===== src/logic/scrc_pkg.sv =====
package scrc_pkg;

  // ******************************************************************
  // port addresses (only the low eight address bits are decoded)
  // ******************************************************************
  localparam logic [5:0] PORT_PAGE = 6'h38;
  localparam logic [7:0] ADDR_A_CTRL = 8'hE0;
  localparam logic [7:0] ADDR_A_DATA = 8'hE1;
  localparam logic [7:0] ADDR_B_CTRL = 8'hE2;
  localparam logic [7:0] ADDR_B_DATA = 8'hE3;

  // ******************************************************************
  // register indices behind the pointer
  // ******************************************************************
  localparam logic [3:0] REG_BASE = 4'h0;
  localparam logic [3:0] REG_STAT1 = 4'h1;
  localparam logic [3:0] REG_VECTOR = 4'h2;
  localparam logic [3:0] REG_IP = 4'h3;
  localparam logic [3:0] REG_RB_WR4 = 4'h4;
  localparam logic [3:0] REG_RB_WR5 = 4'h5;
  localparam logic [3:0] REG_FIFO_LO = 4'h6;
  localparam logic [3:0] REG_EXT = 4'h7;
  localparam logic [3:0] REG_FIFO_HI = 4'h7;
  localparam logic [3:0] REG_RXBUF = 4'h8;
  localparam logic [3:0] REG_MASTER = 4'h9;
  localparam logic [3:0] REG_RB_WR3 = 4'h9;
  localparam logic [3:0] REG_PRESET = 4'hA;
  localparam logic [3:0] REG_BAUD_LO = 4'hC;
  localparam logic [3:0] REG_BAUD_HI = 4'hD;
  localparam logic [3:0] REG_RB_WR7 = 4'hE;
  localparam logic [3:0] REG_EXTINT = 4'hF;
  localparam logic [3:0] REG_WR3 = 4'h3;

  // ******************************************************************
  // field positions and codes
  // ******************************************************************
  localparam int EXT_CRC32_BIT = 7;
  localparam int EXT_RDBACK_BIT = 6;
  localparam int EXTINT_EXT_BIT = 0;
  localparam int EXTINT_FIFO_BIT = 2;
  localparam int STAT1_CRC_BIT = 6;
  localparam int PRESET_ONES_BIT = 7;
  localparam logic [2:0] CMD_POINT_HIGH = 3'h1;
  localparam logic [1:0] MASTER_HW_RESET = 2'h3;
  localparam logic [2:0] IPC_A_RX = 3'h6;
  localparam logic [2:0] IPC_B_RX = 3'h2;
  localparam logic [2:0] IPC_NONE = 3'h3;
  localparam logic [31:0] CRC16_POLY = 32'h0000_1021;
  localparam logic [31:0] CRC32_POLY = 32'h04C1_1DB7;
  localparam logic [31:0] CRC16_MASK = 32'h0000_FFFF;
  localparam int FIFO_W = 19;

  // ******************************************************************
  // channel-side carriers
  // ******************************************************************
  typedef struct packed {
    logic rx_valid;
    logic [7:0] rx_data;
    logic rx_start;
    logic rx_bit_en;
    logic rx_bit;
    logic rx_end;
    logic tx_start;
    logic tx_bit_en;
    logic tx_bit;
    logic tx_empty;
  } scrc_line_in_t;

  typedef struct packed {
    logic tx_stb;
    logic [7:0] tx_data;
    logic crc32_sel;
    logic [31:0] tx_crc;
  } scrc_line_out_t;

endpackage : scrc_pkg


===== src/logic/scrc_reg_access.sv =====
`timescale 1ns/1ps
// Behaviour
// - decode low address byte E0 to E3
// - data select high reaches data register directly
// - pointer written first, then value or read
// - pointer clears after indirect access
// - serial 32-bit CRC, Ethernet polynomial
// - extended bit 7 selects 32-bit CRC
// - override: only 32-bit CRC sent and checked
// - 32-bit result in status bit D6
// - 32-bit result stored in frame FIFO
// - CRC preset zeros or ones still works
// - override cleared by reset
// - never both CRC widths at once
// - core clock is system clock over one or two
// - divider set by enh_core_div2 input, not by reset
// - sixteen write registers, shared vector and master
// - extended register writable only with D0 set
// - FIFO reads only with D2 set
// - vector plain on A, modified on B; pending on A
// - baud constant low and high readable
// - UART host mode mutes B, routes its clock
module scrc_reg_access
  import scrc_pkg::*;
#(
  parameter int FIFO_DEPTH = 10
) (
  input wire logic clk,
  input wire logic rstn,
  input wire logic io_iorq_n,
  input wire logic io_rd_n,
  input wire logic io_wr_n,
  input wire logic [7:0] io_addr,
  input wire logic [7:0] io_wdata,
  output logic [7:0] io_rdata,
  output logic io_data_oe,
  input wire logic enh_core_div2,
  input wire logic uart_host_en,
  input wire logic chan_b_txrx_clock,
  output logic core_clk_en,
  output logic host_timer_clk,
  input wire scrc_line_in_t [1:0] line_in,
  output scrc_line_out_t [1:0] line_out
);

  // ******************************************************************
  // parameters and state
  // ******************************************************************
  if (FIFO_DEPTH < 2 || FIFO_DEPTH > 15) begin : g_bad_depth
    $error("FIFO_DEPTH must lie in 2..15");
  end

  localparam logic [3:0] DEPTH4 = 4'(FIFO_DEPTH);
  localparam logic [3:0] LAST4 = 4'(FIFO_DEPTH - 1);

  typedef struct packed {
    logic [15:0][7:0] wr;
    logic [7:0] ext;
    logic [3:0] ptr;
    logic [7:0] rxbuf;
    logic rx_avail;
    logic [31:0] txcrc;
    logic [31:0] rxcrc;
    logic crc_err;
    logic [FIFO_DEPTH-1:0][FIFO_W-1:0] fifo;
    logic [3:0] wp;
    logic [3:0] rp;
    logic [3:0] cnt;
    logic [13:0] bytes;
    logic tx_stb;
    logic [7:0] tx_data;
  } scrc_chan_t;

  typedef struct packed {
    scrc_chan_t [1:0] ch;
    logic [7:0] vec;
    logic [7:0] mic;
    logic [7:0] rdata;
    logic oe;
    logic rd_busy;
    logic wr_busy;
    logic div_tog;
    logic host_clk;
  } scrc_state_t;

  scrc_state_t s;
  scrc_state_t next_s;
  logic acc;
  logic rd_go;
  logic wr_go;

  // ******************************************************************
  // crc step
  // ******************************************************************
  // both widths shift msb-first, so 32-bit follows the 16-bit ordering
  function automatic logic [31:0] crc_step(input logic [31:0] c, input logic b,
                                           input logic is32);
    logic fb;
    logic [31:0] n;
    fb = b ^ (is32 ? c[31] : c[15]);
    n = {c[30:0], 1'b0} ^ (fb ? (is32 ? CRC32_POLY : CRC16_POLY) : 32'h0000_0000);
    if (!is32) begin
      n = n & CRC16_MASK;
    end
    return n;
  endfunction : crc_step

  // ******************************************************************
  // bus decode
  // ******************************************************************
  assign acc = !io_iorq_n && (io_addr[7:2] == PORT_PAGE);
  assign rd_go = acc && !io_rd_n && !s.rd_busy;
  assign wr_go = acc && !io_wr_n && !s.wr_busy;

  // ******************************************************************
  // next state
  // ******************************************************************
  always_comb begin
    scrc_chan_t cs;
    logic c;
    logic [3:0] p;
    logic [FIFO_W-1:0] head;
    logic fen;
    logic rb;
    logic is32;
    logic [31:0] pre;
    logic [7:0] ip;
    logic [2:0] ipc;
    next_s = s;
    c = io_addr[1];
    cs = s.ch[c];
    p = cs.ptr;
    head = cs.fifo[cs.rp];
    fen = cs.wr[REG_EXTINT][EXTINT_FIFO_BIT];
    rb = cs.ext[EXT_RDBACK_BIT];
    is32 = 1'b0;
    pre = 32'h0000_0000;
    ip = {2'b00, s.ch[0].rx_avail, 2'b00, s.ch[1].rx_avail, 2'b00};
    ipc = s.ch[0].rx_avail ? IPC_A_RX : (s.ch[1].rx_avail ? IPC_B_RX : IPC_NONE);
    next_s.rd_busy = !io_rd_n;
    next_s.wr_busy = !io_wr_n;
    next_s.oe = acc && !io_rd_n;
    next_s.div_tog = enh_core_div2 ? !s.div_tog : 1'b0;
    next_s.host_clk = uart_host_en && chan_b_txrx_clock;
    next_s.ch[0].tx_stb = 1'b0;
    next_s.ch[1].tx_stb = 1'b0;

    // reads capture data and apply their side effects in the first cycle
    if (rd_go) begin
      if (io_addr[0]) begin
        next_s.rdata = cs.rxbuf;
        next_s.ch[c].rx_avail = 1'b0;
      end else begin
        case (p)
          REG_BASE: next_s.rdata = {5'h00, line_in[c].tx_empty, 1'b0, cs.rx_avail};
          REG_STAT1: next_s.rdata = {1'b0, cs.crc_err, 6'h01};
          REG_VECTOR: next_s.rdata = c ? {s.vec[7:4], ipc, s.vec[0]} : s.vec;
          REG_IP: next_s.rdata = c ? 8'h00 : ip;
          REG_RB_WR4: next_s.rdata = rb ? cs.wr[REG_RB_WR4] : 8'h00;
          REG_RB_WR5: next_s.rdata = rb ? cs.wr[REG_RB_WR5] : 8'h00;
          REG_FIFO_LO: next_s.rdata = (fen && cs.cnt != 4'h0) ? head[7:0] : 8'h00;
          REG_FIFO_HI: begin
            next_s.rdata = (fen && cs.cnt != 4'h0) ? {head[18:17], head[13:8]} : 8'h00;
            if (fen && cs.cnt != 4'h0) begin
              next_s.ch[c].rp = (cs.rp == LAST4) ? 4'h0 : cs.rp + 4'h1;
              next_s.ch[c].cnt = cs.cnt - 4'h1;
            end
          end
          REG_RXBUF: next_s.rdata = cs.rxbuf;
          REG_RB_WR3: next_s.rdata = rb ? cs.wr[REG_WR3] : 8'h00;
          REG_BAUD_LO: next_s.rdata = cs.wr[REG_BAUD_LO];
          REG_BAUD_HI: next_s.rdata = cs.wr[REG_BAUD_HI];
          REG_RB_WR7: next_s.rdata = rb ? cs.wr[REG_EXT] : 8'h00;
          REG_EXTINT: next_s.rdata = cs.wr[REG_EXTINT];
          default: next_s.rdata = 8'h00;
        endcase
        next_s.ch[c].ptr = 4'h0;
      end
    end

    if (wr_go) begin
      if (io_addr[0]) begin
        next_s.ch[c].tx_stb = 1'b1;
        next_s.ch[c].tx_data = io_wdata;
      end else if (p == REG_BASE) begin
        // base command carries the pointer; point-high adds bit 3
        next_s.ch[c].ptr = {io_wdata[5:3] == CMD_POINT_HIGH, io_wdata[2:0]};
        next_s.ch[c].wr[REG_BASE] = io_wdata;
      end else begin
        case (p)
          REG_VECTOR: next_s.vec = io_wdata;
          REG_MASTER: begin
            next_s.mic = io_wdata;
            if (io_wdata[7:6] == MASTER_HW_RESET) begin
              next_s.ch[0].ext = 8'h00;
              next_s.ch[1].ext = 8'h00;
            end
          end
          REG_EXT: begin
            if (cs.wr[REG_EXTINT][EXTINT_EXT_BIT]) begin
              next_s.ch[c].ext = io_wdata;
            end else begin
              next_s.ch[c].wr[REG_EXT] = io_wdata;
            end
          end
          default: next_s.ch[c].wr[p] = io_wdata;
        endcase
        next_s.ch[c].ptr = 4'h0;
      end
    end

    // channel events; a received byte sets its flag over a same-cycle read
    for (int i = 0; i < 2; i++) begin
      is32 = s.ch[i].ext[EXT_CRC32_BIT];
      pre = s.ch[i].wr[REG_PRESET][PRESET_ONES_BIT] ? 32'hFFFF_FFFF : 32'h0000_0000;
      if (!is32) begin
        pre = pre & CRC16_MASK;
      end
      if (line_in[i].tx_start) begin
        next_s.ch[i].txcrc = pre;
      end else if (line_in[i].tx_bit_en) begin
        next_s.ch[i].txcrc = crc_step(s.ch[i].txcrc, line_in[i].tx_bit, is32);
      end
      if (line_in[i].rx_start) begin
        next_s.ch[i].rxcrc = pre;
        next_s.ch[i].bytes = 14'h0000;
      end else if (line_in[i].rx_bit_en) begin
        next_s.ch[i].rxcrc = crc_step(s.ch[i].rxcrc, line_in[i].rx_bit, is32);
      end
      if (line_in[i].rx_valid) begin
        next_s.ch[i].rxbuf = line_in[i].rx_data;
        next_s.ch[i].rx_avail = 1'b1;
        next_s.ch[i].bytes = s.ch[i].bytes + 14'h0001;
      end
      // residue of data plus appended crc is zero when the frame is good
      if (line_in[i].rx_end) begin
        next_s.ch[i].crc_err = (s.ch[i].rxcrc != 32'h0000_0000);
        next_s.ch[i].bytes = 14'h0000;
        // a full FIFO drops the new entry rather than overwrite history
        if (next_s.ch[i].cnt != DEPTH4) begin
          next_s.ch[i].fifo[s.ch[i].wp] = {is32, s.ch[i].rxcrc == 32'h0000_0000, 3'b000,
                                           s.ch[i].bytes};
          next_s.ch[i].wp = (s.ch[i].wp == LAST4) ? 4'h0 : s.ch[i].wp + 4'h1;
          next_s.ch[i].cnt = next_s.ch[i].cnt + 4'h1;
        end
      end
    end
  end

  always_ff @(posedge clk or negedge rstn) begin
    if (!rstn) begin
      s <= '0;
    end else begin
      s <= next_s;
    end
  end

  // ******************************************************************
  // outputs
  // ******************************************************************
  assign io_rdata = s.rdata;
  assign io_data_oe = s.oe;
  assign core_clk_en = !enh_core_div2 || s.div_tog;
  assign host_timer_clk = s.host_clk;

  for (genvar g = 0; g < 2; g++) begin : g_line
    assign line_out[g].tx_stb = s.ch[g].tx_stb && !(g == 1 && uart_host_en);
    assign line_out[g].tx_data = s.ch[g].tx_data;
    assign line_out[g].crc32_sel = s.ch[g].ext[EXT_CRC32_BIT];
    assign line_out[g].tx_crc = s.ch[g].txcrc;
  end

  // ******************************************************************
  // checks
  // ******************************************************************
  a_ptr_clear: assert property (@(posedge clk) disable iff (!rstn)
    (wr_go && io_addr == ADDR_A_CTRL && s.ch[0].ptr != 4'h0) |=> s.ch[0].ptr == 4'h0)
    else $error("pointer not cleared after indirect write");

  a_ext_gate: assert property (@(posedge clk) disable iff (!rstn)
    (wr_go && io_addr == ADDR_A_CTRL && s.ch[0].ptr == REG_EXT
     && !s.ch[0].wr[REG_EXTINT][EXTINT_EXT_BIT]) |=> $stable(s.ch[0].ext))
    else $error("extended register written while locked");

  a_div_one: assert property (@(posedge clk) disable iff (!rstn)
    !enh_core_div2 |-> core_clk_en)
    else $error("core enable missing in divide-by-one");

  a_div_two: assert property (@(posedge clk) disable iff (!rstn)
    (enh_core_div2 && core_clk_en ##1 enh_core_div2) |-> !core_clk_en)
    else $error("core enable too frequent in divide-by-two");

  a_data_direct: assert property (@(posedge clk) disable iff (!rstn)
    (wr_go && io_addr == ADDR_A_DATA) |=>
      line_out[0].tx_stb && line_out[0].tx_data == $past(io_wdata))
    else $error("data port write not passed straight through");

  a_fifo_gate: assert property (@(posedge clk) disable iff (!rstn)
    (rd_go && io_addr == ADDR_A_CTRL && s.ch[0].ptr == REG_FIFO_LO
     && !s.ch[0].wr[REG_EXTINT][EXTINT_FIFO_BIT]) |=> io_rdata == 8'h00)
    else $error("frame FIFO readable while disabled");

  a_crc_status: assert property (@(posedge clk) disable iff (!rstn)
    (rd_go && io_addr == ADDR_A_CTRL && s.ch[0].ptr == REG_STAT1) |=>
      io_rdata[STAT1_CRC_BIT] == $past(s.ch[0].crc_err) && io_data_oe)
    else $error("crc result missing from status bit 6");

  a_ip_b_zero: assert property (@(posedge clk) disable iff (!rstn)
    (rd_go && io_addr == ADDR_B_CTRL && s.ch[1].ptr == REG_IP) |=> io_rdata == 8'h00)
    else $error("pending bits visible through channel B");

  a_uart_mute: assert property (@(posedge clk) disable iff (!rstn)
    uart_host_en |-> !line_out[1].tx_stb)
    else $error("channel B drives while host interface enabled");

  a_ptr_rd_clear: assert property (@(posedge clk) disable iff (!rstn)
    (rd_go && io_addr == ADDR_A_CTRL) |=> s.ch[0].ptr == 4'h0)
    else $error("pointer not cleared after indirect read");

  a_vec_plain: assert property (@(posedge clk) disable iff (!rstn)
    (rd_go && io_addr == ADDR_A_CTRL && s.ch[0].ptr == REG_VECTOR) |=> io_rdata == $past(s.vec))
    else $error("vector modified on channel A");

  a_baud_read: assert property (@(posedge clk) disable iff (!rstn)
    (rd_go && io_addr == ADDR_A_CTRL && s.ch[0].ptr == REG_BAUD_LO) |=>
      io_rdata == $past(s.ch[0].wr[REG_BAUD_LO]))
    else $error("baud constant low byte not returned");

  a_master_clr: assert property (@(posedge clk) disable iff (!rstn)
    (wr_go && io_addr == ADDR_A_CTRL && s.ch[0].ptr == REG_MASTER
     && io_wdata[7:6] == MASTER_HW_RESET) |=> s.ch[0].ext == 8'h00 && s.ch[1].ext == 8'h00)
    else $error("crc override survives hardware reset command");

  a_crc_narrow: assert property (@(posedge clk) disable iff (!rstn)
    (!s.ch[0].ext[EXT_CRC32_BIT] && (line_in[0].tx_start || line_in[0].tx_bit_en)) |=>
      s.ch[0].txcrc[31:16] == 16'h0000)
    else $error("upper crc bits active in 16-bit mode");

  a_fifo_push: assert property (@(posedge clk) disable iff (!rstn)
    (line_in[0].rx_end && s.ch[0].ext[EXT_CRC32_BIT] && s.ch[0].cnt != DEPTH4) |=>
      s.ch[0].fifo[$past(s.ch[0].wp)][FIFO_W-1]
      && s.ch[0].fifo[$past(s.ch[0].wp)][FIFO_W-2] == ($past(s.ch[0].rxcrc) == 32'h0000_0000))
    else $error("32-bit crc result missing from frame FIFO");

endmodule : scrc_reg_access


===== config.mk =====
export PLATFORM = sky130hd
export DESIGN_NAME = scrc_reg_access
export DESIGN_NICKNAME = d
export VERILOG_FILES = /design/src/logic/scrc_pkg.sv /design/src/logic/scrc_reg_access.sv
export SDC_FILE = /design/constraint.sdc
export NUM_CORES = 1
export LEC_CHECK = 0
export BUFFER_PORTS_ARGS = -buffer_cell sky130_fd_sc_hd__buf_2
export CAP_MARGIN = 20
export CORE_ASPECT_RATIO = 0.8
export CORE_MARGIN = 1
export CORE_UTILIZATION = 30
export DETAILED_ROUTE_END_ITERATION = 12
export GPL_ROUTABILITY_DRIVEN = 1
export HOLD_SLACK_MARGIN = 0.1
export PLACE_DENSITY = 0.51
export SYNTH_ARGS = -nofsm -noshare
export SYNTH_HDL_FRONTEND = slang
export SYNTH_SLANG_ARGS = --single-unit

===== constraint.sdc =====
create_clock -name clk -period 5.7 [get_ports clk]
set_input_delay 1.14 -clock clk [delete_from_list [all_inputs] [get_ports clk]]
set_output_delay 1.14 -clock clk [all_outputs]
set_load 0.01 [all_outputs]

==> flow_summary.yaml <==
run_status:
  outcome: "finished, final reports clean"
setup_path:
  start_kind: "primary input"
  rr_startpoint: "s[491]$_DFF_PN0_"
  cp.arrival_ns: 5.21
  critical_path_required_ns: 6.23
  worst-setup-path-type: "primary input to flop"
  r2r-end: "s[125]$_DFF_PN0_"
  r2r_cells: 13
  endpoint_kind: "flop"
  cp_max_fo: 17
  r2r_slack_ns: 1.45
floorplanning:
  initial_core_util: 0.305
  die_w_um: 375
  core-area_um2: 109000
  dieArea_um2: 112000
  io_pins: 153
  die_y_um: 300
  std_cell_rows: 108
timing:
  setup_viol: 0
  slew_headroom: 0.286
  worst_pin_slew_ns: 1.06
  rsz0062_at_grt: "false"
  drv_slew: 0
  hold_viol: 0
  fin_ws_ns: 1.02
  max_freq_ghz: 0.213
  tns_ns: 0
  fin_skew_ns: 0.0411
  final.min_clock_period_ns: 4.68
  post-route-period-util: 0.822
job:
  max_cap_violations: 0
min_path:
  worstHoldEndpoint: "s[587]$_DFF_PN0_"
  whs_path_depth: 1
  hp-start: "s[587]$_DFF_PN0_"
  hp-class: "flop to flop"
power:
  p_leak_nw: 17.4
  ir_drop_uv: 228
  power_density_nw_per_um2: 315
synthesis:
  synthFlopType: "dfrtp_1"
  syn_area_um2: 33300
  ys_warn_count: 0
  synth_nets: 2852
  netlist_instances: 2787
  synth_commonest_cells: "685 x dfrtp_1, 397 x mux2_2, 172 x clkbuf_1"
  syn_area_per_cell_um2: 12.0
  synth_area_leaders: "dfrtp_1 51%, mux2_2 13%, mux2i_1 4.1%"
  ys_ff_latch: 685
  synthArstFlopShare: 1.00
  yosysSeqAreaShare: 0.515
  yosysTopAreaCell: "dfrtp_1"
  synth_top_area_share: 0.515
  synth-edff-count: 0
  yosysMostFrequentCell: "dfrtp_1"
  synth.distinct_cells: 72
clock_tree:
  ctsResizeCount: 0
  cts-root-buf: "clkbuf_16"
  path_clk_slew_ns: 0.06
  post_cts_buffers: 0
  htreeDepth: 3
  cts_buffers: 79
  cts_sinks: 685
  cts_tree: "yes"
  holdBufCountCts: 0
  worst_skew_pair.late_latency_ns: 0.67
  clockBufferDepth: 3
global_route:
  grt_max_degree: 115
  globalRouteTotalUtil: 0.166
  gr-total-overflow: 0
  grt_pass1_wl_um: 142000
  antenna_found_initial: 4
  grt_pass1_vias: 21401
final_layout:
  final_layout_size_suffix_gt1_frac: 0.285
  area_growth_pct: 12.8
  final_nets: 2853
placement:
  pre_cts_ws_ns: 0.328
  hpwl_um: 63400
  gp_congestion: 0.839
  io_buffer_count: 152
drt:
  via_per_inst: 5.13
  ant_nets: 0
  wirelength_um: 93300
  drc: 0
  post_drt_wl_per_cell_um: 21.8
  first_pass_iters: 5
  drt_iter0_markers: 1675
  vias: 21931
[cells by family after synthesis]
kind of cell,synth area share
flops,0.515
buf+inv,0.0488
simple gates,0.0839
fa+ha+maj,0.00263
mux,0.219
compound gates,0.106
xor+xnor,0.0255
[worst max path at each step]
stage          slack (ns)               end       start  cells after the start
6_report             1.02  s[125]$_DFF_PN0_  io_addr[3]                     12
4_1_cts              1.02  s[125]$_DFF_PN0_  io_addr[3]                     12
3_5_place_dp         0.33  s[125]$_DFF_PN0_  io_addr[3]                     12
3_3_place_gp         0.38  s[139]$_DFF_PN0_  io_addr[3]                     12
5_1_grt              0.83  s[214]$_DFF_PN0_  io_addr[3]                     11
2_1_floorplan        0.05  s[522]$_DFF_PN0_  io_addr[1]                     24
[stage by stage]
| step | util | cells | instance area, µm² | hold slack [ns] | total power [mW] |
|---|---|---|---|---|---|
| after floorplan | - | 2787 | 33500 | 0.444 | 6.38 |
| after global placement | 0.320 | 4134 | 35000 | 0.465 | 6.86 |
| after detailed placement | 0.320 | 4135 | 35000 | 0.472 | 6.87 |
| after CTS | 0.344 | 4272 | 37600 | 0.485 | 12.0 |
| after global routing | 0.344 | 4274 | 37600 | 0.501 | 12.4 |
| final | 0.344 | 4275 | 37600 | 0.483 | 11.8 |
[metal layers]
layer,vias up,part of all wire,track usage
met2,454,0.40,0.222
met1,11311,0.53,0.265
met5,-,0.00021,0
met4,4,0.020,0.0402
li1,10049,-,-
met3,113,0.050,0.0341
[where the power goes]
part	total [mW]	internal, mW	switching [mW]	leakage [nW]
Combinational	1.44	0.585	0.854	6.80
Sequential	5.34	5.11	0.232	9.38
Clock	5.07	2.96	2.11	1.25
[sequential cells by signal, indices dropped and copies added (netlist names)]
register and count:
line_out 83, io_data_oe 1, io_rdata 8, s 592, host_timer_clk 1
[final cells by class]
| cell class | instances | area, µm² |
|---|---|---|
| inverter | 17 | 63.8 |
| antenna | 1 | 2.50 |
| clock inverter | 20 | 269 |
| tap | 1430 | 1790 |
| sequential | 685 | 17100 |
| multi-input combinational | 1780 | 14600 |
| clock buffer | 117 | 2280 |
| timing repair buffer | 225 | 1390 |
| fill | 10883 | 71700 |
[worst max-delay path, cell delays in order]
cell and delay [ns]:
buf_2 0.10, or4_1 0.50, or3_1 0.50, or4_1 0.76, nand2_1 0.19, o21ai_4 0.08
ha_2 0.19, o211ai_1 0.11, o21ai_2 0.09, buf_4 0.24, or4_1 0.88, mux2_2 0.41
[layout by cell type, fill, tap and decap left out, types with 15 or more instances in the layout]
master	synthesis	layout
mux2i_1	135	133
a21oi_1	103	103
clkbuf_16	0	79
mux2_1	72	72
o21ai_0	125	123
a211oi_1	123	123
mux2_2	397	397
xnor2_1	37	37
a22oi_1	42	42
dfrtp_1	685	683
a221o_1	48	48
and3_1	15	15
buf_2	12	151
nor4_1	26	25
nand3_1	23	23
xor2_1	60	60
nor2_1	107	107
nor2b_1	124	124
clkbuf_1	172	22
mux4_2	15	15
inv_1	16	16
nand2_1	110	110
clkbuf_8	0	17
buf_4	93	67
nor3_1	21	21
mux2_4	21	21
(Power assumes the default switching activity.)
